**src/common/egq_defs.vh**
```
// constants for the electronic gear and quadrature output block
`ifndef EGQ_DEFS_VH
`define EGQ_DEFS_VH
// apb register byte offsets
`define EGQ_OFF_CTRL 12'h000
`define EGQ_OFF_NUM 12'h004
`define EGQ_OFF_DEN 12'h008
`define EGQ_OFF_PPR 12'h00C
`define EGQ_OFF_ENC_RES 12'h010
`define EGQ_OFF_STATUS 12'h014
`define EGQ_OFF_MASK 12'h018
`define EGQ_OFF_REF 12'h01C
`define EGQ_OFF_OUT 12'h020
`define EGQ_OFF_POS 12'h024
// control and status bit positions
`define EGQ_CTRL_RESTART 0
`define EGQ_ST_RATIO_ERR 0
`define EGQ_ST_PPR_ERR 1
`define EGQ_ST_OVERSPEED 2
`define EGQ_ST_DONE 3
`define EGQ_ST_BITS 4
// setting limits and reset values
`define EGQ_SET_MAX 32'h4000_0000
`define EGQ_NUM_RST 32'h0000_0004
`define EGQ_DEN_RST 32'h0000_0001
`define EGQ_PPR_RST 32'h0000_0800
`define EGQ_PPR_MIN 32'h0000_0010
`define EGQ_ENC_RES_RST 32'h0010_0000
// ratio limits: num*1000 >= den and num <= den*4000
`define EGQ_RATIO_LO_K 32'h0000_03E8
`define EGQ_RATIO_HI_K 32'h0000_0FA0
// output rate ceiling 1.6 Mpps at 100 MHz clock, in clock cycles per edge
`define EGQ_CLK_MHZ 100
`define EGQ_MAX_KPPS 1600
`define EGQ_MIN_EDGE_CYC ((`EGQ_CLK_MHZ * 1000 + 4 * `EGQ_MAX_KPPS - 1) / (4 * `EGQ_MAX_KPPS))
`endif

```
**src/design/egq_gear_div.v**
```verilog
// sequential divider: reference times num over den, remainder carried
`timescale 1ns/1ns
`include "egq_defs.vh"
module egq_gear_div
#(
  parameter W = 32
)
(
  input wire pclk,
  input wire presetn,
  input wire clear,
  input wire start,
  input wire signed [W-1:0] ref_units,
  input wire [W-1:0] num,
  input wire [W-1:0] den,
  output reg busy,
  output reg done,
  output reg signed [W-1:0] counts
);
  reg [2*W-1:0] rem_reg;
  reg [2*W-1:0] dvd_reg;
  reg [2*W-1:0] quo_reg;
  reg [6:0] bit_reg;
  reg neg_reg;
  reg [W-1:0] carry_reg;
  wire [W-1:0] mag;
  wire [2*W-1:0] prod;
  wire [2*W-1:0] trial;
  wire last_bit;
  wire [W-1:0] quo_full;
  assign mag = ref_units[W-1] ? (~ref_units + 1'b1) : ref_units;
  assign prod = mag * num;
  assign trial = {rem_reg[2*W-2:0], dvd_reg[2*W-1]};
  // final quotient bit is decided in the same cycle the result is taken
  assign last_bit = trial >= {{W{1'b0}}, den};
  assign quo_full = {quo_reg[W-2:0], last_bit};
  // restoring division, one quotient bit per clock
  always @(posedge pclk or negedge presetn)
  begin
    if (!presetn)
    begin
      rem_reg <= {2*W{1'b0}};
      dvd_reg <= {2*W{1'b0}};
      quo_reg <= {2*W{1'b0}};
      bit_reg <= 7'd0;
      neg_reg <= 1'b0;
      carry_reg <= {W{1'b0}};
      busy <= 1'b0;
      done <= 1'b0;
      counts <= {W{1'b0}};
    end
    else
    begin
      done <= 1'b0;
      if (clear)
      begin
        carry_reg <= {W{1'b0}};
        busy <= 1'b0;
      end
      else if (start && !busy)
      begin
        // remainder of last step folded in sign kept apart
        dvd_reg <= prod + {{W{1'b0}}, carry_reg};
        neg_reg <= ref_units[W-1];
        rem_reg <= {2*W{1'b0}};
        quo_reg <= {2*W{1'b0}};
        bit_reg <= 7'd0;
        busy <= 1'b1;
      end
      else if (busy)
      begin
        dvd_reg <= {dvd_reg[2*W-2:0], 1'b0};
        if (trial >= {{W{1'b0}}, den})
        begin
          rem_reg <= trial - {{W{1'b0}}, den};
          quo_reg <= {quo_reg[2*W-2:0], 1'b1};
        end
        else
        begin
          rem_reg <= trial;
          quo_reg <= {quo_reg[2*W-2:0], 1'b0};
        end
        bit_reg <= bit_reg + 7'd1;
        if (bit_reg == 7'd63)
        begin
          busy <= 1'b0;
          done <= 1'b1;
        end
      end
      if (busy && bit_reg == 7'd63)
      begin
        // counts = ref * num / den
        if (neg_reg)
          counts <= ~quo_full + 1'b1;
        else
          counts <= quo_full;
        carry_reg <= last_bit ? trial[W-1:0] - den : trial[W-1:0];
      end
    end
  end
endmodule

```
**src/design/egq_quad_gen.v**
```verilog
// quadrature a/b and index generator from a divided position count
`timescale 1ns/1ns
`include "egq_defs.vh"
module egq_quad_gen
(
  input wire pclk,
  input wire presetn,
  input wire enable,
  input wire step,
  input wire dir,
  input wire index_hit,
  output reg phase_a,
  output reg phase_b,
  output reg index_out
);
  reg [1:0] state_reg;
  reg idx_arm_reg;
  wire [1:0] state_next;
  // gray walk 00-01-11-10 gives a and b a quarter cycle apart
  assign state_next = dir ? state_reg - 2'd1 : state_reg + 2'd1;
  always @(posedge pclk or negedge presetn)
  begin
    if (!presetn)
    begin
      state_reg <= 2'd0;
      phase_a <= 1'b0;
      phase_b <= 1'b0;
      index_out <= 1'b0;
      idx_arm_reg <= 1'b0;
    end
    else if (!enable)
    begin
      idx_arm_reg <= 1'b0;
      index_out <= 1'b0;
    end
    else if (step)
    begin
      state_reg <= state_next;
      phase_a <= state_next[1];
      phase_b <= state_next[1] ^ state_next[0];
      // index starts only on a rising a, lasts one a high time
      if (idx_arm_reg && state_next[1] && !phase_a && !index_out)
        index_out <= 1'b1;
      else if (!state_next[1])
      begin
        index_out <= 1'b0;
        if (index_out)
          idx_arm_reg <= 1'b0;
      end
      // a new hit wins over the disarm of the previous pulse
      if (index_hit)
        idx_arm_reg <= 1'b1;
    end
  end
endmodule

```
**src/design/egq_top.v**
```verilog
// electronic gear and divided quadrature feedback, apb slave
// Behaviour
// - host positions are reference units, converted to counts
// - numerator/denominator 1..2^30, default 4/1, on restart
// - counts equal reference times numerator over denominator
// - ratio outside 0.001..4000 flags setting error
// - phases a and b quarter cycle apart
// - a/b pulses per revolution follow setting
// - one index pulse per motor revolution, only when the count reaching position 0 also gives an output edge
// - index pulse width equals phase a width
// - encoder counts divided to output pulses, default 2048
// - overspeed alarm when pulse rate too high
//
// The APB interface to the registers and the register offsets are this design's own decisions.
`timescale 1ns/1ns
`include "egq_defs.vh"
module egq_top
#(
  parameter W = 32
)
(
  input wire pclk,
  input wire presetn,
  input wire psel,
  input wire penable,
  input wire pwrite,
  input wire [11:0] paddr,
  input wire [31:0] pwdata,
  output reg [31:0] prdata,
  output reg pready,
  output reg pslverr,
  input wire enc_valid,
  input wire enc_dir,
  output reg signed [W-1:0] pos_ref_counts,
  output reg pos_ref_valid,
  output reg quad_phase_a_out,
  output reg quad_phase_a_out_n,
  output reg quad_phase_b_out,
  output reg quad_phase_b_out_n,
  output reg index_pulse_out,
  output reg index_pulse_out_n,
  output reg irq
);
  // staged settings written by software, live copies taken at restart
  reg [31:0] num_reg;
  reg [31:0] den_reg;
  reg [31:0] ppr_reg;
  reg [31:0] res_reg;
  reg [31:0] num_live_reg;
  reg [31:0] den_live_reg;
  reg [31:0] ppr_live_reg;
  reg [31:0] res_live_reg;
  reg run_reg;
  reg [`EGQ_ST_BITS-1:0] status_reg;
  reg [`EGQ_ST_BITS-1:0] mask_reg;
  reg signed [31:0] ref_reg;
  reg ref_start_reg;
  reg [31:0] enc_pos_reg;
  reg [31:0] acc_reg;
  reg [15:0] gap_reg;
  reg step_reg;
  reg step_dir_reg;
  reg hit_reg;
  reg over_reg;
  wire wr;
  wire rd;
  wire mapped;
  wire ratio_bad;
  wire ppr_bad;
  wire [63:0] num_k;
  wire [63:0] den_k;
  wire [33:0] acc_sum;
  wire [33:0] acc_wrap;
  wire [31:0] gap_load;
  wire [31:0] pos_next;
  wire div_done;
  wire div_busy;
  wire signed [W-1:0] div_counts;
  wire qa;
  wire qb;
  wire qc;
  reg [`EGQ_ST_BITS-1:0] ev;
  assign wr = psel && penable && pwrite;
  assign rd = psel && !pwrite;
  assign mapped = (paddr[1:0] == 2'b00) && (paddr <= `EGQ_OFF_POS);
  // ratio window 0.001..4000 checked without division
  assign num_k = num_reg * `EGQ_RATIO_LO_K;
  assign den_k = den_reg * `EGQ_RATIO_HI_K;
  assign ratio_bad = (num_k < {32'h0000_0000, den_reg}) ||
    ({32'h0000_0000, num_reg} > den_k) ||
    num_reg == 32'h0000_0000 || den_reg == 32'h0000_0000 ||
    num_reg > `EGQ_SET_MAX || den_reg > `EGQ_SET_MAX;
  // at most one output edge per encoder count, so 4*ppr <= resolution
  assign ppr_bad = ppr_reg < `EGQ_PPR_MIN ||
    {ppr_reg, 2'b00} > {2'b00, res_reg};
  // pulse divider: add 4*ppr per count, wrap at the encoder resolution
  assign acc_sum = {2'b00, acc_reg} + {ppr_live_reg, 2'b00};
  assign acc_wrap = acc_sum - {2'b00, res_live_reg};
  assign gap_load = `EGQ_MIN_EDGE_CYC - 1;
  assign pos_next = enc_dir ?
    (enc_pos_reg == 32'h0000_0000 ? res_live_reg - 1'b1 : enc_pos_reg - 1'b1) :
    (enc_pos_reg == res_live_reg - 1'b1 ? 32'h0000_0000 : enc_pos_reg + 1'b1);
  // apb slave: single wait-free access, unmapped gives pslverr
  always @(posedge pclk or negedge presetn)
  begin
    if (!presetn)
    begin
      prdata <= 32'h0000_0000;
      pready <= 1'b0;
      pslverr <= 1'b0;
      num_reg <= `EGQ_NUM_RST;
      den_reg <= `EGQ_DEN_RST;
      ppr_reg <= `EGQ_PPR_RST;
      res_reg <= `EGQ_ENC_RES_RST;
      mask_reg <= {`EGQ_ST_BITS{1'b0}};
      ref_reg <= 32'sh0000_0000;
      ref_start_reg <= 1'b0;
    end
    else
    begin
      pready <= psel && !penable;
      pslverr <= psel && !penable && !mapped;
      ref_start_reg <= 1'b0;
      if (rd && !penable)
      begin
        case (paddr)
          `EGQ_OFF_CTRL: prdata <= {31'd0, run_reg};
          `EGQ_OFF_NUM: prdata <= num_reg;
          `EGQ_OFF_DEN: prdata <= den_reg;
          `EGQ_OFF_PPR: prdata <= ppr_reg;
          `EGQ_OFF_ENC_RES: prdata <= res_reg;
          `EGQ_OFF_STATUS: prdata <= {28'd0, status_reg};
          `EGQ_OFF_MASK: prdata <= {28'd0, mask_reg};
          `EGQ_OFF_REF: prdata <= ref_reg;
          `EGQ_OFF_OUT: prdata <= pos_ref_counts;
          `EGQ_OFF_POS: prdata <= enc_pos_reg;
          default: prdata <= 32'h0000_0000;
        endcase
      end
      if (wr && pready && mapped)
      begin
        case (paddr)
          `EGQ_OFF_NUM: num_reg <= pwdata;
          `EGQ_OFF_DEN: den_reg <= pwdata;
          `EGQ_OFF_PPR: ppr_reg <= pwdata;
          `EGQ_OFF_ENC_RES: res_reg <= pwdata;
          `EGQ_OFF_MASK: mask_reg <= pwdata[`EGQ_ST_BITS-1:0];
          `EGQ_OFF_REF:
          begin
            ref_reg <= pwdata; // reference in units
            ref_start_reg <= 1'b1;
          end
          default: ;
        endcase
      end
    end
  end
  // restart: settings become live only here
  always @(posedge pclk or negedge presetn)
  begin
    if (!presetn)
    begin
      num_live_reg <= `EGQ_NUM_RST;
      den_live_reg <= `EGQ_DEN_RST;
      ppr_live_reg <= `EGQ_PPR_RST;
      res_live_reg <= `EGQ_ENC_RES_RST;
      run_reg <= 1'b1;
    end
    else if (wr && pready && paddr == `EGQ_OFF_CTRL &&
      pwdata[`EGQ_CTRL_RESTART])
    begin
      num_live_reg <= num_reg;
      den_live_reg <= den_reg;
      ppr_live_reg <= ppr_reg;
      res_live_reg <= res_reg;
      run_reg <= !ratio_bad && !ppr_bad; // errors hold block stopped
    end
  end
  // divided feedback: one output edge per accumulator wrap
  always @(posedge pclk or negedge presetn)
  begin
    if (!presetn)
    begin
      enc_pos_reg <= 32'h0000_0000;
      acc_reg <= 32'h0000_0000;
      step_reg <= 1'b0;
      step_dir_reg <= 1'b0;
      hit_reg <= 1'b0;
      over_reg <= 1'b0;
      gap_reg <= 16'd0;
    end
    else
    begin
      step_reg <= 1'b0;
      hit_reg <= 1'b0;
      over_reg <= 1'b0;
      if (gap_reg != 16'd0)
        gap_reg <= gap_reg - 16'd1;
      if (enc_valid && run_reg)
      begin
        enc_pos_reg <= pos_next;
        hit_reg <= pos_next == 32'h0000_0000;
        // four edges per output pulse, so ppr*4 edges per rev
        if (acc_sum >= {2'b00, res_live_reg})
        begin
          acc_reg <= acc_wrap[31:0];
          step_reg <= 1'b1;
          step_dir_reg <= enc_dir;
          // a step while the last gap still runs is too fast
          over_reg <= gap_reg != 16'd0;
          gap_reg <= gap_load[15:0];
        end
        else
          acc_reg <= acc_sum[31:0];
      end
    end
  end
  // events: set wins over write-one-to-clear
  always @*
  begin
    ev = {`EGQ_ST_BITS{1'b0}};
    ev[`EGQ_ST_RATIO_ERR] = ratio_bad;
    ev[`EGQ_ST_PPR_ERR] = ppr_bad;
    ev[`EGQ_ST_OVERSPEED] = over_reg;
    ev[`EGQ_ST_DONE] = div_done;
  end
  always @(posedge pclk or negedge presetn)
  begin
    if (!presetn)
    begin
      status_reg <= {`EGQ_ST_BITS{1'b0}};
      irq <= 1'b0;
    end
    else
    begin
      status_reg <= (status_reg & ~((wr && pready &&
        paddr == `EGQ_OFF_STATUS) ? pwdata[`EGQ_ST_BITS-1:0] :
        {`EGQ_ST_BITS{1'b0}})) | ev;
      irq <= |((status_reg | ev) & mask_reg);
    end
  end
  egq_gear_div #(.W(W)) u_div
  (
    .pclk(pclk),
    .presetn(presetn),
    .clear(!run_reg),
    .start(ref_start_reg && run_reg),
    .ref_units(ref_reg),
    .num(num_live_reg),
    .den(den_live_reg),
    .busy(div_busy),
    .done(div_done),
    .counts(div_counts)
  );
  egq_quad_gen u_quad
  (
    .pclk(pclk),
    .presetn(presetn),
    .enable(run_reg),
    .step(step_reg),
    .dir(step_dir_reg),
    .index_hit(hit_reg),
    .phase_a(qa),
    .phase_b(qb),
    .index_out(qc)
  );
  // registered outputs, true and inverted pair
  always @(posedge pclk or negedge presetn)
  begin
    if (!presetn)
    begin
      pos_ref_counts <= {W{1'b0}};
      pos_ref_valid <= 1'b0;
      quad_phase_a_out <= 1'b0;
      quad_phase_a_out_n <= 1'b1;
      quad_phase_b_out <= 1'b0;
      quad_phase_b_out_n <= 1'b1;
      index_pulse_out <= 1'b0;
      index_pulse_out_n <= 1'b1;
    end
    else
    begin
      pos_ref_valid <= div_done;
      if (div_done)
        pos_ref_counts <= div_counts;
      quad_phase_a_out <= qa;
      quad_phase_a_out_n <= !qa;
      quad_phase_b_out <= qb;
      quad_phase_b_out_n <= !qb;
      index_pulse_out <= qc;
      index_pulse_out_n <= !qc;
    end
  end
endmodule

```
**config.mk**
```make
export PLATFORM = sky130hd
export DESIGN_NAME = egq_top
export DESIGN_NICKNAME = d
export VERILOG_FILES = /design/src/design/egq_gear_div.v /design/src/design/egq_quad_gen.v /design/src/design/egq_top.v
export VERILOG_INCLUDE_DIRS = /design/src /design/src/common
export SDC_FILE = /design/constraint.sdc
export NUM_CORES = 2
export LEC_CHECK = 0
export CAP_MARGIN = 20
export CORE_MARGIN = 3
export CORE_UTILIZATION = 45
export CTS_CLUSTER_SIZE = 12
export DETAILED_ROUTE_END_ITERATION = 12
export DONT_BUFFER_PORTS = 1
export GPL_TIMING_DRIVEN = 0
export HOLD_SLACK_MARGIN = 0.12
export PLACE_DENSITY = 0.72
export SYNTH_ARGS = -nofsm -noshare
export SYNTH_HDL_FRONTEND = slang
export SYNTH_HIERARCHICAL = 1
export SYNTH_SLANG_ARGS = --single-unit
```
**constraint.sdc**
```tcl
create_clock -name pclk -period 13 [get_ports pclk]
set_clock_uncertainty 0.1 [all_clocks]
set_input_delay 2.6 -clock pclk [delete_from_list [all_inputs] [get_ports pclk]]
set_output_delay 2.6 -clock pclk [all_outputs]
set_load 0.02 [all_outputs]
```
# [After elaboration in Yosys (flattened, before gate mapping)]
# Index checks and enable logic that the tools add are counted.
[totals] regBits=694 latchBits=0 ramBits=0 mem_bits_ro=0 wordCells=203 memories=0
[classes] n_addsub=14 multipliers=3 div_mod_pow=0 order_cmp=9 n_eq_ne=17 shift=0 n_mux=50 bitwise=8 reduce_logical=56
[ops] operator="32-bit one-hot mux with 10 select lines" count=1
[ops] operator="32-bit 2-to-1 mux" count=9
[ops] operator="63-bit 2-to-1 mux" count=3
[ops] operator="32-bit zero test" count=4
[ops] operator="64-bit 2-to-1 mux" count=2
[ops] operator="32-bit by 1-bit adder with 32-bit output (second input constant)" count=3
[ops] operator="32-bit by 7-bit multiplier with 39-bit output (second input constant)" count=2
[ops] operator="64-bit by 32-bit adder with 64-bit output" count=1
[ops] operator="64-bit by 32-bit greater-or-equal comparator with 1-bit output" count=1
[ops] operator="32-bit by 31-bit > comparator with 1-bit output (second input constant)" count=2
[ops] operator="32-bit by 32-bit multiplier with 64-bit output" count=1
[ops] operator="32-bit NOT" count=2
[ops] operator="32-bit by 1-bit subtractor with 32-bit output (second input constant)" count=2
[ops] operator="32-bit subtractor" count=2
[ops] operator="63-bit by 32-bit subtractor with 63-bit output" count=1
[ops] operator="31-bit 2-to-1 mux" count=2
[ops] operator="12-bit by 5-bit equality test with 1-bit output (second input constant)" count=4
[ops] operator="16-bit 2-to-1 mux" count=3
[ops] operator="32-bit by 44-bit > comparator with 1-bit output" count=1
[ops] operator="42-bit by 32-bit less-than comparator with 1-bit output" count=1
[ops] operator="32-bit by 34-bit adder with 34-bit output" count=1
[ops] operator="34-bit by 32-bit greater-or-equal comparator with 1-bit output" count=1
[ops] operator="34-bit by 32-bit > comparator with 1-bit output" count=1
[ops] operator="32-bit equality test" count=1
[ops] operator="other kinds (31)" count=106

# [Logic depth before layout (Yosys ltp)]
[logic_depth] ltp_word=10 mapped_depth=35 depth_no_buf=33

# [Cells and area by module]
# Netlist, hierarchy kept.
[modules_own_cells] mod="egq_gear_div" instances=1 cells_per_inst=5236 area_per_inst_um2=47282.8 seq_area_each_um2=5805.6
[modules_own_cells] mod="egq_top" instances=1 cells_per_inst=4069 area_per_inst_um2=38843.5 seq_area_each_um2=11426.0
[modules_own_cells] mod="egq_quad_gen" instances=1 cells_per_inst=23 area_per_inst_um2=254.0 seq_area_each_um2=125.1

# [Worst setup path before layout]
# No wires, ideal clock.
[synth_timing] path_kind="register -> register" startpoint="register ref_reg[14]" endpoint="register u_div.dvd_reg[54]" setup_time_ns=0.128 t_arrival_ns=9.653 slack_ns=3.120 stages_incl_launch_ff=33 path_buffers=2 cell_sequence="dfrtp_1 -> or4_1 -> or3_1 -> or3_1 -> or3_1 -> o31ai_1 -> xnor2_1 -> clkbuf_1 -> and2_1 -> fa_1 -> fa_1 -> fa_1 -> inv_1 -> fa_1 -> inv_1 -> fa_1 -> fa_1 -> fa_1 -> inv_1 -> fa_1 -> inv_1 -> ha_1 -> clkbuf_1 -> nand3_1 -> or3_1 -> o221ai_1 -> a31oi_1 -> or2_2 -> a31oi_1 -> o211ai_1 -> a21boi_0 -> mux2i_1 -> nand2_1"
[synth_via] elab_chain_len=6
[synth_lines] element="from (decl)" line="egq_top.v:56" text="reg signed [31:0] ref_reg;"
[synth_lines] element="from (signal assigned)" line="egq_top.v:150" text="ref_reg <= pwdata;"
[synth_lines] element="32-bit NOT" line="egq_gear_div.v:31" text="assign mag = ref_units[W-1] ? (~ref_units + 1'b1) : ref_units;"
[synth_lines] element="32-bit by 1-bit adder with 32-bit output" line="egq_gear_div.v:31"
[synth_lines] element="32-bit 2-to-1 mux *" line="egq_gear_div.v:31"
[synth_lines] element="32-bit by 32-bit multiplier with 64-bit output *" line="egq_gear_div.v:32" text="assign prod = mag * num;"
[synth_lines] element="64-bit by 32-bit adder with 64-bit output *" line="egq_gear_div.v:63" text="dvd_reg <= prod + {{W{1'b0}}, carry_reg};"
[synth_lines] element="64-bit 2-to-1 mux *" line="egq_gear_div.v:60" text="else if (start && !busy)"
[synth_lines] element="to (signal assigned)" line="egq_gear_div.v:43" text="dvd_reg <= {2*W{1'b0}};"
[synth_lines] element="to (signal assigned)" line="egq_gear_div.v:63"
[synth_lines] element="to (signal assigned)" line="egq_gear_div.v:72" text="dvd_reg <= {dvd_reg[2*W-2:0], 1'b0};"
[synth_lines] element="to (decl)" line="egq_gear_div.v:21" text="reg [2*W-1:0] dvd_reg;"
# Every way passes the cells marked *; elsewhere a longest branch is shown, timed or not.
# A chain may end at the register's enable or synchronous reset.

# [Worst setup path in the final report]
# Same ends and word-level chain as after synthesis.

==> summary.txt <==
Power
  • Flop pwr share: 50.0%
  • LEAKAGE: 46.3 nW
  • Switch share: 23.4%
  • Peak supply drop: 0.0954 mV
  • Pwr Density: 48.3 nW/um2
  • Gate power share: 1.1%
  • Clock group share of total power: 48.9%
  • Net Sw Power: 1.05 mW
  • Int Pwr: 3.42 mW

Logic synthesis
  • Primary FF master, synth: dfrtp_1
  • Cell taking the most area after synthesis: fa_1
  • Mapped Nets: 11200
  • Synth unique cells: 97
  • Post-Syn Area: 86400 um2
  • EDFF count, synth: 0
  • Top post-synthesis cells by area: fa_1 27%, dfrtp_1 20%, ha_1 9.7%
  • Cells after Synth: 9328
  • Ys async rst share: 100%
  • Post-synthesis sequential area ratio: 20.1%
  • Post-Syn Area per Cell: 9.26 um2
  • Synth Register Bits: 693
  • Top cell type's share of synthesized area: 27.0%
  • Synth warn: 6

Global route
  • Met1 Track Usage GR: 41.1%
  • Gr ovfl total: 0
  • GRT busiest layer: met2
  • Met2 usage: 50.8%
  • All-Layer GR Usage: 33.6%
  • First-pass GRT wire length: 491000 um
  • Initial antenna violation count: 28
  • Vias in the first global route: 73900
  • Met3 Use GR: 10.0%
  • Largest net degree at the start of global routing: 694

Worst setup path
  • Worst endpoint required time: 13.45 ns
  • Most used cell, CP: fa_1
  • CP arrival: 13.02 ns
  • Crit path kind: register to register
  • CP delay by family, top: adder cells
  • CP peak stage delay: 0.68 ns
  • CP Buf/Inv Count: 6
  • Critical path endpoint category: register
  • Crit-path slowest cell: nor3_1
  • Worst-path fanout max: 10
  • Startpoint types: register

Timing
  • Final Critical Period: 12.57 ns
  • Max-slew headroom: -32.9%
  • RSZ-0062 raised after global routing: no
  • Final Hold Viols: 0
  • Peak Freq: 79.6 MHz
  • Setup violators final: 0
  • Final setup TNS: 0 ns
  • Slew Limit Fails: 388
  • Worst-margin pin slew: 1.99 ns
  • Final hold slack: 0.311 ns
  • Period utilization: 96.7%

Clock network
  • Clk pin slew, worst setup/hold paths: 0.06 ns
  • Clock Path Buffers: 3
  • Sink Count: 693
  • Clock tree root buffer cell: clkbuf_16
  • Num CTS Buffers: 74
  • Post CTS Setup Buffer Count: 0
  • H-tree depth: 3
  • CTS tree: built
  • Post-CTS resize count: 0
  • Post-CTS Hold Buffers: 0
  • Worst-Skew Late Latency: 0.69 ns

Detailed routing
  • Via count: 72300
  • Initial DRC count: 8025
  • WL/cell: 27.6 um
  • Initial DRT Pass Iterations: 10
  • DRC viols: 0
  • Antenna-violating nets left: 0
  • Via density: 6.01
  • Post-Route WL: 332000 um

Finish
  • # fillers: 17800
  • Max reg flops: 64
  • Final core occ: 48.5%
  • Commonest non-fill, non-tap cells in the layout: 1461 x inv_1, 1166 x fa_1, 974 x nand2_1
  • Layout cells sized above 1: 4.53%
  • Area delta synth->final: 6.92%
  • Most common cell after layout, fill and taps aside: inv_1
  • Nets: 11300

Run
  • Max-capacitance violation count: 0

Floorplan
  • Site row count: 160
  • Core area: 190000 um2
  • Die area: 197000 um2
  • Die Width: 444 um
  • Starting density of the core: 45.4%
  • Die height: 444 um
  • Ports: 125

Status
  • Failing checks: max-slew violations
  • Status: finished, violations left

Placed design
  • Gpl congestion: 1.07
  • Post-DP HPWL: 270000 um
  • Port bufs: 0

Worst hold path
  • Worst Hold Class: register to register
[per-layer routing]
layer / up-vias / wire length [um]
li1: 30800 / -
met5: - / 164
met4: 10 / 28200
met1: 36300 / 122000
met2: 4116 / 144000
met3: 1040 / 36900
[worst paths after layout]
| check | from | to | slack (ns) | depth (start not counted) |
|---|---|---|---|---|
| worst min-delay path | u_quad/phase_b | quad_phase_b_out | 0.31 | 0 |
| min in group asynchronous | presetn | enc_pos_reg[13] | 1.52 | 0 |
| worst max-delay path | ref_reg[14] | u_div/dvd_reg[54] | 0.43 | 32 |
| worst max register to register | ref_reg[14] | u_div/dvd_reg[54] | 0.43 | 32 |
| max in group asynchronous | presetn | acc_reg[16] | 9.68 | 0 |
| worst min register to register | u_quad/phase_b | quad_phase_b_out | 0.31 | 0 |
[stage by stage]
step / instance area [um2] / instances / power [mW] / worst slack (ns)
6_report: 92400 / 12000 / 4.46 / 0.432
5_1_grt: 92300 / 12000 / 4.56 / 0.167
4_1_cts: 92100 / 12000 / 4.48 / 0.777
3_5_place_dp: 89700 / 11900 / 2.31 / 0.797
3_3_place_gp: 89500 / 11800 / 2.31 / 0.943
2_1_floorplan: 86400 / 9328 / 2.27 / 3.12
[synthesized netlist by cell type, types with 56 or more instances]
master and instances:
nor2_1 245, fa_1 1166, o21ai_0 512, xor2_1 150, nor3_1 102, dfrtp_1 681, clkbuf_1 455, a21o_1 136
nand2_1 974, a22o_1 71, inv_1 1461, ha_1 670, and3_1 60, a22oi_1 88, a31oi_1 65, a21oi_1 319
nand3_1 120, or3_1 56, and2_1 631, xnor2_1 225, nand4_1 101, mux2_2 203
[cells by family (layout without fill, tap and decap cells)]
family / count (synthesis) / in the layout / synth area share, %
DFF: 693 / 693 / 20.1
muxes: 252 / 252 / 3.23
other: 0 / 34 / 0
adders and majority gates: 1836 / 1836 / 36.7
xor gates and xnor gates: 384 / 384 / 4.03
buffers and inverters: 1948 / 2110 / 8.55
and+or+nand+nor: 2529 / 2529 / 14.7
AOI/OAI and AO/OA: 1686 / 1686 / 12.6
[area by class of cell]
type	count	area [um2]	share of cell area (%)
Multi-Input combinational cell	6687	61700	66.8
Sequential cell	693	17400	18.8
Inverter	1463	5500	5.95
Tap cell	2511	3140	3.40
Clock buffer	109	2080	2.26
Buffer	485	1890	2.05
Clock inverter	21	327	0.354
Timing Repair Buffer	32	300	0.325
Antenna cell	34	85.1	0.0921
[worst reg2reg max path: cells and delay by family, from the launching register on]
family	cells	cell delay [ns]
compound gates	4	1.52
xor+xnor	1	0.54
fa+ha+maj	9	4.41
buf+inv	6	1.22
flops	1	0.55
mux	1	0.24
simple gates	11	3.90
[power by group through the flow]
stage,logic [mW],registers [mW],clock network [mW]
finish,0.0481,2.23,2.18
CTS,0.0468,2.23,2.20
detailed placement,0.0466,2.27,0
floorplan,0.0325,2.24,0
global route,0.0513,2.23,2.28
global placement,0.0458,2.27,0
Power figures use the tool's default switching activity.
